[src/dcs_pkg.sv]
package dcs_pkg;

    // Control word bit positions.
    localparam int CW_REF_LSB = 0;
    localparam int CW_REF_MSB = 1;
    localparam int CW_DC_BRAKE_N = 2;
    localparam int CW_COAST_N = 3;
    localparam int CW_QSTOP_N = 4;
    localparam int CW_HOLD_N = 5;
    localparam int CW_START = 6;
    localparam int CW_RESET = 7;
    localparam int CW_JOG = 8;
    localparam int CW_RAMP2 = 9;
    localparam int CW_VALID = 10;
    localparam int CW_RELAY1 = 11;
    localparam int CW_RELAY2 = 12;
    localparam int CW_SETUP_LSB = 13;
    localparam int CW_SETUP_MSB = 14;
    localparam int CW_REVERSE = 15;

    // Status word bit positions.
    localparam int SW_CTRL_READY = 0;
    localparam int SW_DRIVE_READY = 1;
    localparam int SW_ENABLE = 2;
    localparam int SW_TRIP = 3;
    localparam int SW_ERROR = 4;
    localparam int SW_UNUSED = 5;
    localparam int SW_TRIPLOCK = 6;
    localparam int SW_WARNING = 7;
    localparam int SW_AT_REF = 8;
    localparam int SW_BUS_CTRL = 9;
    localparam int SW_FREQ_OK = 10;
    localparam int SW_IN_OP = 11;
    localparam int SW_AUTO_START = 12;
    localparam int SW_VOLT_EXC = 13;
    localparam int SW_TORQUE_EXC = 14;
    localparam int SW_TIMER_EXC = 15;

    // Reset values.
    localparam logic [15:0] CMD_RESET = 16'h0000;
    localparam logic [15:0] RPT_RESET = 16'h0000;

    // Reversing source settings.
    typedef enum logic [1:0] {
        DCS_REV_DIGITAL = 2'h0,
        DCS_REV_SERIAL = 2'h1,
        DCS_REV_OR = 2'h2,
        DCS_REV_AND = 2'h3
    } dcs_rev_src_t;

    // Stop mode chosen by the decoder, Gray coded along the usual path.
    typedef enum logic [2:0] {
        DCS_RUN = 3'h0,
        DCS_RAMP = 3'h1,
        DCS_QUICK = 3'h3,
        DCS_DCBRAKE = 3'h2,
        DCS_COAST = 3'h6
    } dcs_stop_t;

endpackage : dcs_pkg

[src/dcs_report.sv]
`timescale 1ns/1ns
`default_nettype none
// Assembles the status word from drive conditions, registered.
module dcs_report (
    input wire logic mclk,
    input wire logic sys_rst,
    input wire logic clk_en,
    input wire logic ctrl_ready,
    input wire logic coast_active,
    input wire logic motor_released,
    input wire logic trip,
    input wire logic error_no_trip,
    input wire logic trip_locked,
    input wire logic warning,
    input wire logic at_reference,
    input wire logic local_stop,
    input wire logic local_ref,
    input wire logic freq_in_limits,
    input wire logic start_present,
    input wire logic freq_nonzero,
    input wire logic overtemp_stop,
    input wire logic dc_volt_bad,
    input wire logic current_exceeded,
    input wire logic thermal_timer_exc,
    input wire logic link_lost,
    input wire logic comm_fault,
    output logic [15:0] drive_report_word
);
    import dcs_pkg::*;

    // Combined next value of the status word.
    logic [15:0] rpt_d;

    // Each bit follows its cause; a lost link blanks everything.
    always_comb begin
        rpt_d = RPT_RESET;
        // ready, drive ready, enable
        rpt_d[SW_CTRL_READY] = ctrl_ready & ~trip;
        rpt_d[SW_DRIVE_READY] = ctrl_ready & ~trip & coast_active;
        rpt_d[SW_ENABLE] = ~motor_released;
        // fault state bits
        rpt_d[SW_TRIP] = trip;
        rpt_d[SW_ERROR] = error_no_trip;
        rpt_d[SW_TRIPLOCK] = trip_locked;
        // unused bit zero
        rpt_d[SW_UNUSED] = 1'b0;
        // any warning
        rpt_d[SW_WARNING] = warning;
        // speed matches reference
        rpt_d[SW_AT_REF] = at_reference;
        // bus control possible
        rpt_d[SW_BUS_CTRL] = ~local_stop & ~local_ref;
        // limits and operation
        rpt_d[SW_FREQ_OK] = freq_in_limits;
        rpt_d[SW_IN_OP] = start_present | freq_nonzero;
        // thermal, voltage, current
        rpt_d[SW_AUTO_START] = overtemp_stop;
        rpt_d[SW_VOLT_EXC] = dc_volt_bad;
        rpt_d[SW_TORQUE_EXC] = current_exceeded;
        rpt_d[SW_TIMER_EXC] = thermal_timer_exc;
        // blank on link loss
        if (link_lost || comm_fault) begin
            rpt_d = 16'h0000;
        end
    end

    // The word is registered so the master sees a clean value.
    always_ff @(posedge mclk or posedge sys_rst) begin
        if (sys_rst) begin
            drive_report_word <= RPT_RESET;
        end else if (clk_en) begin
            drive_report_word <= rpt_d;
        end
    end

endmodule : dcs_report
`default_nettype wire

[src/dcs_top.sv]
`timescale 1ns/1ns
`default_nettype none
// Summary of operation
// Bits 1:0 pick preset reference.
// Bit 2 low applies DC brake.
// Bit 3 low coasts immediately.
// Bit 4 low quick-stops on ramp.
// Bit 5 low freezes output frequency.
// Frozen: only coast or brake stops.
// Bit 6 low ramps to stop.
// Bit 7 rising edge clears trip.
// Bit 8 high selects jog speed.
// Bit 9 selects ramp set two.
// Bit 10 low ignores whole word.
// Bits 11, 12 drive enabled relays.
// Bits 14:13 pick set-up if multi.
// Bit 15 reverses if source allows.
// Status ready, drive ready, enable bits.
// Status trip, error, triplock bits.
// Status bit 7 shows warnings.
// Status bit 8 speed equals reference.
// Status bit 9 bus control possible.
// Status limits and in-operation bits.
// Status thermal, voltage, current, timer.
// Link loss zeroes status word.
// Status bit 5 always zero.
// Word latched whole before decoding.
module dcs_top (
    input wire logic mclk,
    input wire logic sys_rst,
    input wire logic clk_en,
    // Control word from the master, taken when cmd_write is high and its valid bit is set.
    input wire logic [15:0] cmd_word_in,
    input wire logic cmd_write,
    // Configuration of the drive.
    input wire logic relay1_sel_cw,
    input wire logic relay2_sel_cw,
    input wire logic multi_setup_en,
    input wire dcs_pkg::dcs_rev_src_t rev_src,
    input wire logic din_reverse,
    // Digital inputs able to stop while frozen, and speed up/down.
    input wire logic din_dc_brake,
    input wire logic din_coast,
    input wire logic din_reset_coast,
    input wire logic din_speed_up,
    input wire logic din_slow_down,
    // Drive condition inputs for the status word.
    input wire logic ctrl_ready,
    input wire logic motor_released,
    input wire logic trip,
    input wire logic error_no_trip,
    input wire logic trip_locked,
    input wire logic warning,
    input wire logic at_reference,
    input wire logic local_stop,
    input wire logic local_ref,
    input wire logic freq_in_limits,
    input wire logic start_present,
    input wire logic freq_nonzero,
    input wire logic overtemp_stop,
    input wire logic dc_volt_bad,
    input wire logic current_exceeded,
    input wire logic thermal_timer_exc,
    input wire logic link_lost,
    input wire logic comm_fault,
    // Decoded commands to the motor control.
    output logic [15:0] drive_command_word,
    output logic [1:0] preset_sel,
    output dcs_pkg::dcs_stop_t stop_mode,
    output logic output_off,
    output logic start_enable,
    output logic freeze,
    output logic freq_up,
    output logic freq_down,
    output logic trip_clear,
    output logic jog_sel,
    output logic ramp2_sel,
    output logic relay1_on,
    output logic relay2_on,
    output logic [1:0] setup_sel,
    output logic reverse,
    output logic [15:0] drive_report_word
);
    import dcs_pkg::*;

    // Previous accepted reset bit, for edge detection.
    logic reset_bit_q;
    // Stop mode next value.
    dcs_stop_t stop_d;
    // Active command word view, zero when nothing accepted yet.
    logic [15:0] cw;

    assign cw = drive_command_word;

    // latch word whole
    // ignore invalid words
    // The word is stored only when its valid bit is set, so a telegram
    // carrying a parameter access never disturbs the running command.
    always_ff @(posedge mclk or posedge sys_rst) begin
        if (sys_rst) begin
            drive_command_word <= CMD_RESET;
        end else if (clk_en && cmd_write && cmd_word_in[CW_VALID]) begin
            drive_command_word <= cmd_word_in;
        end
    end

    // Stop priority: coast over DC brake over quick stop over ramp.
    // While frozen, only coast and brake (bus or digital) may stop.
    always_comb begin
        stop_d = DCS_RUN;
        if (!cw[CW_VALID]) begin
            // Nothing accepted yet; hold the motor off by coasting.
            stop_d = DCS_COAST;
        // coast stop
        end else if (!cw[CW_COAST_N] || din_coast || din_reset_coast) begin
            stop_d = DCS_COAST;
        // DC brake stop
        end else if (!cw[CW_DC_BRAKE_N] || din_dc_brake) begin
            stop_d = DCS_DCBRAKE;
        // frozen blocks ramps
        end else if (!cw[CW_HOLD_N]) begin
            stop_d = DCS_RUN;
        // quick stop ramp
        end else if (!cw[CW_QSTOP_N]) begin
            stop_d = DCS_QUICK;
        // ramp stop
        end else if (!cw[CW_START]) begin
            stop_d = DCS_RAMP;
        end else begin
            stop_d = DCS_RUN;
        end
    end

    // Stop mode and derived enables.
    always_ff @(posedge mclk or posedge sys_rst) begin
        if (sys_rst) begin
            stop_mode <= DCS_COAST;
            output_off <= 1'b1;
            start_enable <= 1'b0;
        end else if (clk_en) begin
            stop_mode <= stop_d;
            output_off <= (stop_d == DCS_COAST);
            start_enable <= (stop_d == DCS_RUN);
        end
    end

    // Freeze and the digital speed up/down that alone may move it.
    always_ff @(posedge mclk or posedge sys_rst) begin
        if (sys_rst) begin
            freeze <= 1'b0;
            freq_up <= 1'b0;
            freq_down <= 1'b0;
        end else if (clk_en) begin
            // hold output frequency
            freeze <= cw[CW_VALID] & ~cw[CW_HOLD_N];
            freq_up <= cw[CW_VALID] & ~cw[CW_HOLD_N] & din_speed_up;
            freq_down <= cw[CW_VALID] & ~cw[CW_HOLD_N] & din_slow_down;
        end
    end

    // Trip clear pulses one cycle on a rising reset bit only.
    always_ff @(posedge mclk or posedge sys_rst) begin
        if (sys_rst) begin
            reset_bit_q <= 1'b0;
            trip_clear <= 1'b0;
        end else if (clk_en) begin
            reset_bit_q <= cw[CW_RESET];
            // rising edge reset
            trip_clear <= cw[CW_RESET] & ~reset_bit_q;
        end
    end

    // Reference, ramp, jog and set-up selections.
    always_ff @(posedge mclk or posedge sys_rst) begin
        if (sys_rst) begin
            preset_sel <= 2'h0;
            jog_sel <= 1'b0;
            ramp2_sel <= 1'b0;
            setup_sel <= 2'h0;
        end else if (clk_en) begin
            // preset reference index
            preset_sel <= cw[CW_REF_MSB:CW_REF_LSB];
            // jog speed
            jog_sel <= cw[CW_JOG];
            // ramp set select
            ramp2_sel <= cw[CW_RAMP2];
            // set-up select
            if (multi_setup_en) begin
                setup_sel <= cw[CW_SETUP_MSB:CW_SETUP_LSB];
            end
        end
    end

    // Relays and direction, gated by their function settings.
    always_ff @(posedge mclk or posedge sys_rst) begin
        if (sys_rst) begin
            relay1_on <= 1'b0;
            relay2_on <= 1'b0;
            reverse <= 1'b0;
        end else if (clk_en) begin
            // relay outputs
            relay1_on <= relay1_sel_cw & cw[CW_RELAY1];
            relay2_on <= relay2_sel_cw & cw[CW_RELAY2];
            // reverse by source
            unique case (rev_src)
                DCS_REV_DIGITAL: reverse <= din_reverse;
                DCS_REV_SERIAL: reverse <= cw[CW_REVERSE];
                DCS_REV_OR: reverse <= cw[CW_REVERSE] | din_reverse;
                DCS_REV_AND: reverse <= cw[CW_REVERSE] & din_reverse;
            endcase
        end
    end

    // Status word assembly; coast_active is high while stop_mode is DCS_COAST.
    dcs_report u_report (
        .mclk(mclk),
        .sys_rst(sys_rst),
        .clk_en(clk_en),
        .ctrl_ready(ctrl_ready),
        .coast_active(stop_mode == DCS_COAST),
        .motor_released(motor_released),
        .trip(trip),
        .error_no_trip(error_no_trip),
        .trip_locked(trip_locked),
        .warning(warning),
        .at_reference(at_reference),
        .local_stop(local_stop),
        .local_ref(local_ref),
        .freq_in_limits(freq_in_limits),
        .start_present(start_present),
        .freq_nonzero(freq_nonzero),
        .overtemp_stop(overtemp_stop),
        .dc_volt_bad(dc_volt_bad),
        .current_exceeded(current_exceeded),
        .thermal_timer_exc(thermal_timer_exc),
        .link_lost(link_lost),
        .comm_fault(comm_fault),
        .drive_report_word(drive_report_word)
    );

endmodule : dcs_top
`default_nettype wire

[config.mk]
export PLATFORM = sky130hd
export DESIGN_NAME = dcs_top
export DESIGN_NICKNAME = d
export VERILOG_FILES = /design/src/dcs_pkg.sv /design/src/dcs_report.sv /design/src/dcs_top.sv
export SDC_FILE = /design/constraint.sdc
export NUM_CORES = 1
export LEC_CHECK = 0
export BUFFER_PORTS_ARGS = -buffer_cell sky130_fd_sc_hd__buf_4
export CAP_MARGIN = 20
export CORE_AREA = 4 4 72 74
export DETAILED_ROUTE_END_ITERATION = 10
export DIE_AREA = 0 0 76 78
export GPL_TIMING_DRIVEN = 1
export PLACE_DENSITY_LB_ADDON = 0.2
export SYNTH_ARGS = -nofsm -noshare
export SYNTH_HDL_FRONTEND = slang
export SYNTH_SLANG_ARGS = --single-unit
[constraint.sdc]
create_clock -name mclk -period 2.4 [get_ports mclk]
set_input_delay 0.72 -clock mclk [delete_from_list [all_inputs] [get_ports mclk]]
set_output_delay 0.72 -clock mclk [all_outputs]
set_load 0.005 [all_outputs]
==> Yosys cells after proc, flatten, opt, wreduce, memory -nomap -nowiden <==
Cells that the tools add are included.
{ "totals": {"ff_bits": 51, "in_bits": 49, "elab_cells": 59} }
{ "classes": {"eq_ne": 5, "muxes": 8, "bitwise": 18, "n_reduce_logical": 11} }
{ "ops": {"columns": ["op", "n"], "rows": [
  ["$mux W16", 1],
  ["$and A1 B1 Y1", 10],
  ["$eq A3 B3 Y1 const B", 2],
  ["$mux W2", 3],
  ["$mux W3", 2],
  ["$not A1 Y1", 6],
  ["$eq A2 B2 Y1 const B", 2],
  ["$logic_or A1 B1 Y1", 4],
  ["$pmux W1 S4", 1],
  ["$logic_not A3 Y1", 1],
  ["$eq A2 B1 Y1 const B", 1],
  ["$logic_and A1 B1 Y1", 2],
  ["$logic_not A1 Y1", 2],
  ["$logic_not A2 Y1", 1],
  ["$or A1 B1 Y1", 2],
  ["$reduce_and A2 Y1", 1],
  ["$mux W1", 1]
]} }

==> Depth between registers and ports, before layout <==
{ "logic_depth": {"ltp_word": 7, "depth_mapped": 4, "mapped_depth_nobuf": 3} }

==> By module <==
Synthesis repeated with hierarchy kept, for this count alone.
{ "hier_totals": {"cells_unflattened": 148, "area_unflattened_um2": 1993.2} }
{ "modules_own_cells": {"columns": ["module", "n_inst", "cells_each", "area_each_um2", "seq_area_each_um2"], "rows": [
  ["dcs_top", 1, 105, 1416.4, 853.3],
  ["dcs_report", 1, 43, 576.8, 375.4]
]} }

==> Worst setup path before layout <==
No wires, ideal clock.
{ "synth_path": {"kind": "input -> register", "start": "input clk_en", "end": "register stop_mode[1]", "setup_ns": 0.080, "t_arrival_ns": 1.450, "t_required_ns": 2.320, "slack_ns": 0.870, "cell_stages": 3, "path_buffers": 0, "path_cell_list": "nand3_1 -> or4_4 -> o22a_1"} }
{ "synth_rtl": {"columns": ["element", "line_no", "rtl"], "rows": [
  ["start, declared", "dcs_top.sv:31", "input wire logic clk_en,"],
  ["end signal, assigned", "dcs_top.sv:141", "stop_mode <= stop_d;"],
  ["end, declared", "dcs_top.sv:69", "output dcs_pkg::dcs_stop_t stop_mode,"]
]} }

==> reports/summary.md <==
The most common cell in the synthesized netlist is sky130_fd_sc_hd__dfrtp_1. The smallest clock period supported by the final layout is computed as 1692 ps. The number of global-route vias before repair was 1668. The first global-routing pass estimated 7783 microns of wire.

The endpoint of the most critical register-to-register path was stop_mode[1]. The horizontal extent of the die was 76 microns; the highest achievable clock rate was 0.5909 GHz. The kind of cell with the highest combined delay along the critical path is flip-flops. Warning count from the yosys run: 0.

Clock latency on the worst-skew pair, taken at its later pin, is 290 ps. The number of vias per cell after detailed routing was 4.634. The internal power summed over all cells came out at 0.001420 W. The area overhead of the layout relative to synthesis was 44.58%. The number of nets with antenna violations after detailed routing came out at 0. The die boundary height came out at 78 microns. The async set-or-reset flop fraction in the synthesized netlist works out to 100.0%. For the pin with the worst max-slew slack, the measured transition is 513.1 ps. The pre-antenna-repair detailed-routing pass consisted of 2 iterations. The number of buffers created by CTS was 5. The logs give 0 for the count of endpoints failing setup in the final report and 61.69% for the final core utilization. VDD sags by at most 0.4843 mV. The tools report the number of non-filler instances in the completed layout as 320.

The run gives 2 as the H-tree depth reported by CTS. The share of the synthesized area in compound gates (AO/OA/AOI/OAI) works out to 8.227%. The slowest stage of the critical path is the sky130_fd_sc_hd__dfstp_2 cell. The worst pin sits at a relative slew slack of 65.74%.

The number of nets handed over by synthesis was 215. The buffer depth of the longest clock path was 2; the post-synthesis mux area share was 13.14%. For this run the aggregate overflow at the end of global routing stands at 0.

The floorplan has 25 rows. Cell chosen for the clock root: sky130_fd_sc_hd__clkbuf_8. The tools report the total wirelength of the detailed-routed design as 4582 microns. By area, the combinational part of the netlist is dominated by multiplexers. The number of instances in the synthesized netlist came out at 166.

In the final routed layout, each cell accounts on average for 14.32 microns. The run gives 0 ps as the setup TNS. The effective utilization at floorplan came out at 42.67%.

The worst setup path is launched from a flop. The logs give 62.63% for the register area share after synthesis and 0 for the number of buffers inserted for hold repair after clock tree synthesis. The tools report the number of antenna violations at the first check in global routing as 0. After synthesis, the cell types taking the most area are sky130_fd_sc_hd__dfrtp_1 (60%), sky130_fd_sc_hd__mux2_2 (13%), sky130_fd_sc_hd__inv_1 (4.8%), sky130_fd_sc_hd__o21ai_0 (4.3%), sky130_fd_sc_hd__nand2_1 (3.3%).

The area of the die was 5928 sq um; the proportion of total power due to net switching was 25.61%. The depth of the critical timing path with buffers and inverters included was 1; the worst-path maximum fanout was 4. The total count of hold-check failures in the final report was 0. The worst register-to-register path has a depth of 3.

The congestion estimate from routability-driven global placement came to 0.7679. The adder-cell share of the synthesized area was 0%. For the total leakage power, the log shows 1.391 nW. Buffer and inverter count on the worst path: 1. The maximum number of pins on one net before global-route repair came out at 30. In the final layout, the share of cells above drive strength 1 is 50.38%. For the all-layer global routing usage, the log shows 16.03%. Proportion of power drawn by the clock network: 24.6%. Across the routed clock network, the largest skew measured is 8.267 ps. The run gives 26 as the count of different cell masters after synthesis.

The worst setup path is captured at an output pin. Post-CTS repair changed the size of 0 cells. TritonCTS built the clock tree. The flop and latch count out of synthesis is 49. Including well taps, the total number of placed cells is 312. The share of synthesized area in the top cell type comes to 59.95%. After Yosys synthesis, XOR and XNOR cells account for 0.4464% of the synthesized area. The run gives 3528 microns as the HPWL after detailed placement. Type of the tightest min-delay check: input port to async pin.

Type of the setup path with the least slack: flop to output pin. Across the run, the number of max-cap violations was 0. The run gives 0 as the number of antenna repair diodes. The tools report the placeable core region as 4598 sq um. Biggest area consumer among synthesized cells: sky130_fd_sc_hd__dfrtp_1. After clock tree synthesis, the clock-pin slew on the worst setup and hold paths is 80 ps.

Once the clock tree was built, the setup fixing pass inserted 0 buffers. The flow ran to the end, and the final reports show no timing, DRC or antenna violations. The number of enable flip-flop cells after synthesis works out to 0.

The average footprint of a synthesized cell works out to 11.82 sq um. For flop-to-flop paths, the worst setup slack is 1100 ps. The number of sinks on the clock net was 49. Input and output buffers added on the ports amount to 97. Iteration-0 DRC count of the detailed router: 67. Among all flip-flop cells after synthesis, the most frequent one is sky130_fd_sc_hd__dfrtp_1. The logs give 22.1% for the fraction of power consumed by combinational cells and 314 for the count of nets after finishing. Summing over every cut layer, the via total after detailed routing is 1483. The run gives 0 as the count of pins over their slew limit. In this run the worst setup path begins at stop_mode[2]. The required time reported for the critical path endpoint is 1680 ps, and the share of power burned in registers is 53.3%. Setup repair after global routing left no endpoint under its margin. In this run the critical register-to-register path is launched from drive_command_word[10]. I/O pin count: 99. Traced cell by cell, the critical path runs through buf_4. After Yosys synthesis, and, or, nand and nor cells account for 8.355% of the synthesized area. For this design the total switching power over the nets is 0.0004888 W. After synthesis, the most frequently instantiated cells are sky130_fd_sc_hd__dfrtp_1 (47), sky130_fd_sc_hd__inv_1 (25), sky130_fd_sc_hd__mux2_2 (22). The part of the cycle the worst path needs works out to 70.51%. The tools report the DRC violation count after routing as 0.

The area of the mapped netlist is 1962 sq um, and the power per standard cell area is 672.8 nW/um^2. STA puts the critical path data arrival time at 970 ps. The largest single stage delay on the critical path is 570 ps.
-- cells by family after synthesis --
logic type | count (synthesis)
DFF | 49
muxes | 23
AOI/OAI and AO/OA | 27
other | 1
and+or+nand+nor | 32
xor gates and xnor gates | 1
buffers and inverters | 33
-- how the worst max path moves through the flow --
stage / end / slack (ps)
6_report: output_off / 710
5_1_grt: stop_mode[2] / 660
4_1_cts: output_off / 690
3_5_place_dp: drive_command_word[6] / 470
3_3_place_gp: drive_command_word[3] / 500
2_1_floorplan: drive_command_word[0] / 510
-- power by group through the flow --
stage / combinational (W) / sequential, W / clock (W)
final: 0.000422 / 0.00102 / 0.000469
after global routing: 0.000467 / 0.00104 / 0.000526
after CTS: 0.000434 / 0.00102 / 0.000488
after detailed placement: 0.000431 / 0.00104 / 0
after global placement: 0.000423 / 0.00103 / 0
after floorplan: 0.000154 / 0.00103 / 0
-- layout make-up --
cell class | instances | area [sq um]
inverters | 25 | 93.84
well taps | 54 | 67.56
clock inverters | 2 | 15.01
multi-input cells | 84 | 595.6
clock buffers | 6 | 72.57
repair buffers | 100 | 763.2
flip-flops and latches | 49 | 1229
fillers | 394 | 1762
-- sequential cells by signal, summed over array words and instances, names as in the netlist --
signal / flops
reset_bit_q: 1
setup_sel: 2
start_enable: 1
relay2_on: 1
freeze: 1
ramp2_sel: 1
u_report.drive_report_word: 15
drive_command_word: 16
stop_mode: 3
relay1_on: 1
preset_sel: 2
jog_sel: 1
reverse: 1
freq_up: 1
freq_down: 1
trip_clear: 1
-- layer usage --
metal  GRT usage [%]  wire length (microns)  up-vias
met5               0                      0        -
met4           4.448                     68        0
met3           6.497                    373        6
met2           27.40                   2298       55
met1           18.45                   1842      680
li1                -                      -      742
-- per-stage QoR --
| stage | setup slack (ps) | area [sq um] | hold WS, ps | total power (W) |
|---|---|---|---|---|
| floorplan | 510.5 | 1962 | 471.3 | 0.001184 |
| global placement | 498.2 | 2749 | 481.9 | 0.001456 |
| detailed placement | 468.8 | 2749 | 489.1 | 0.001467 |
| CTS | 688.7 | 2836 | 463.4 | 0.001942 |
| global route | 662.5 | 2836 | 485.6 | 0.002028 |
| finish | 707.7 | 2836 | 454.8 | 0.001908 |
-- layout by cell type, fill, tap and decap left out, drive strengths merged, types with 2 or more instances in the layout --
cell type	instances
buf	100
nand3b	2
dfstp	2
nand2b	3
nand3	4
o32ai	2
dfrtp	47
inv	25
nand2	17
mux2	22
o22ai	5
nor2b	2
clkbuf	6
o21ai	17
clkinvlp	2
Note: power is estimated with default switching activity, not from simulation.
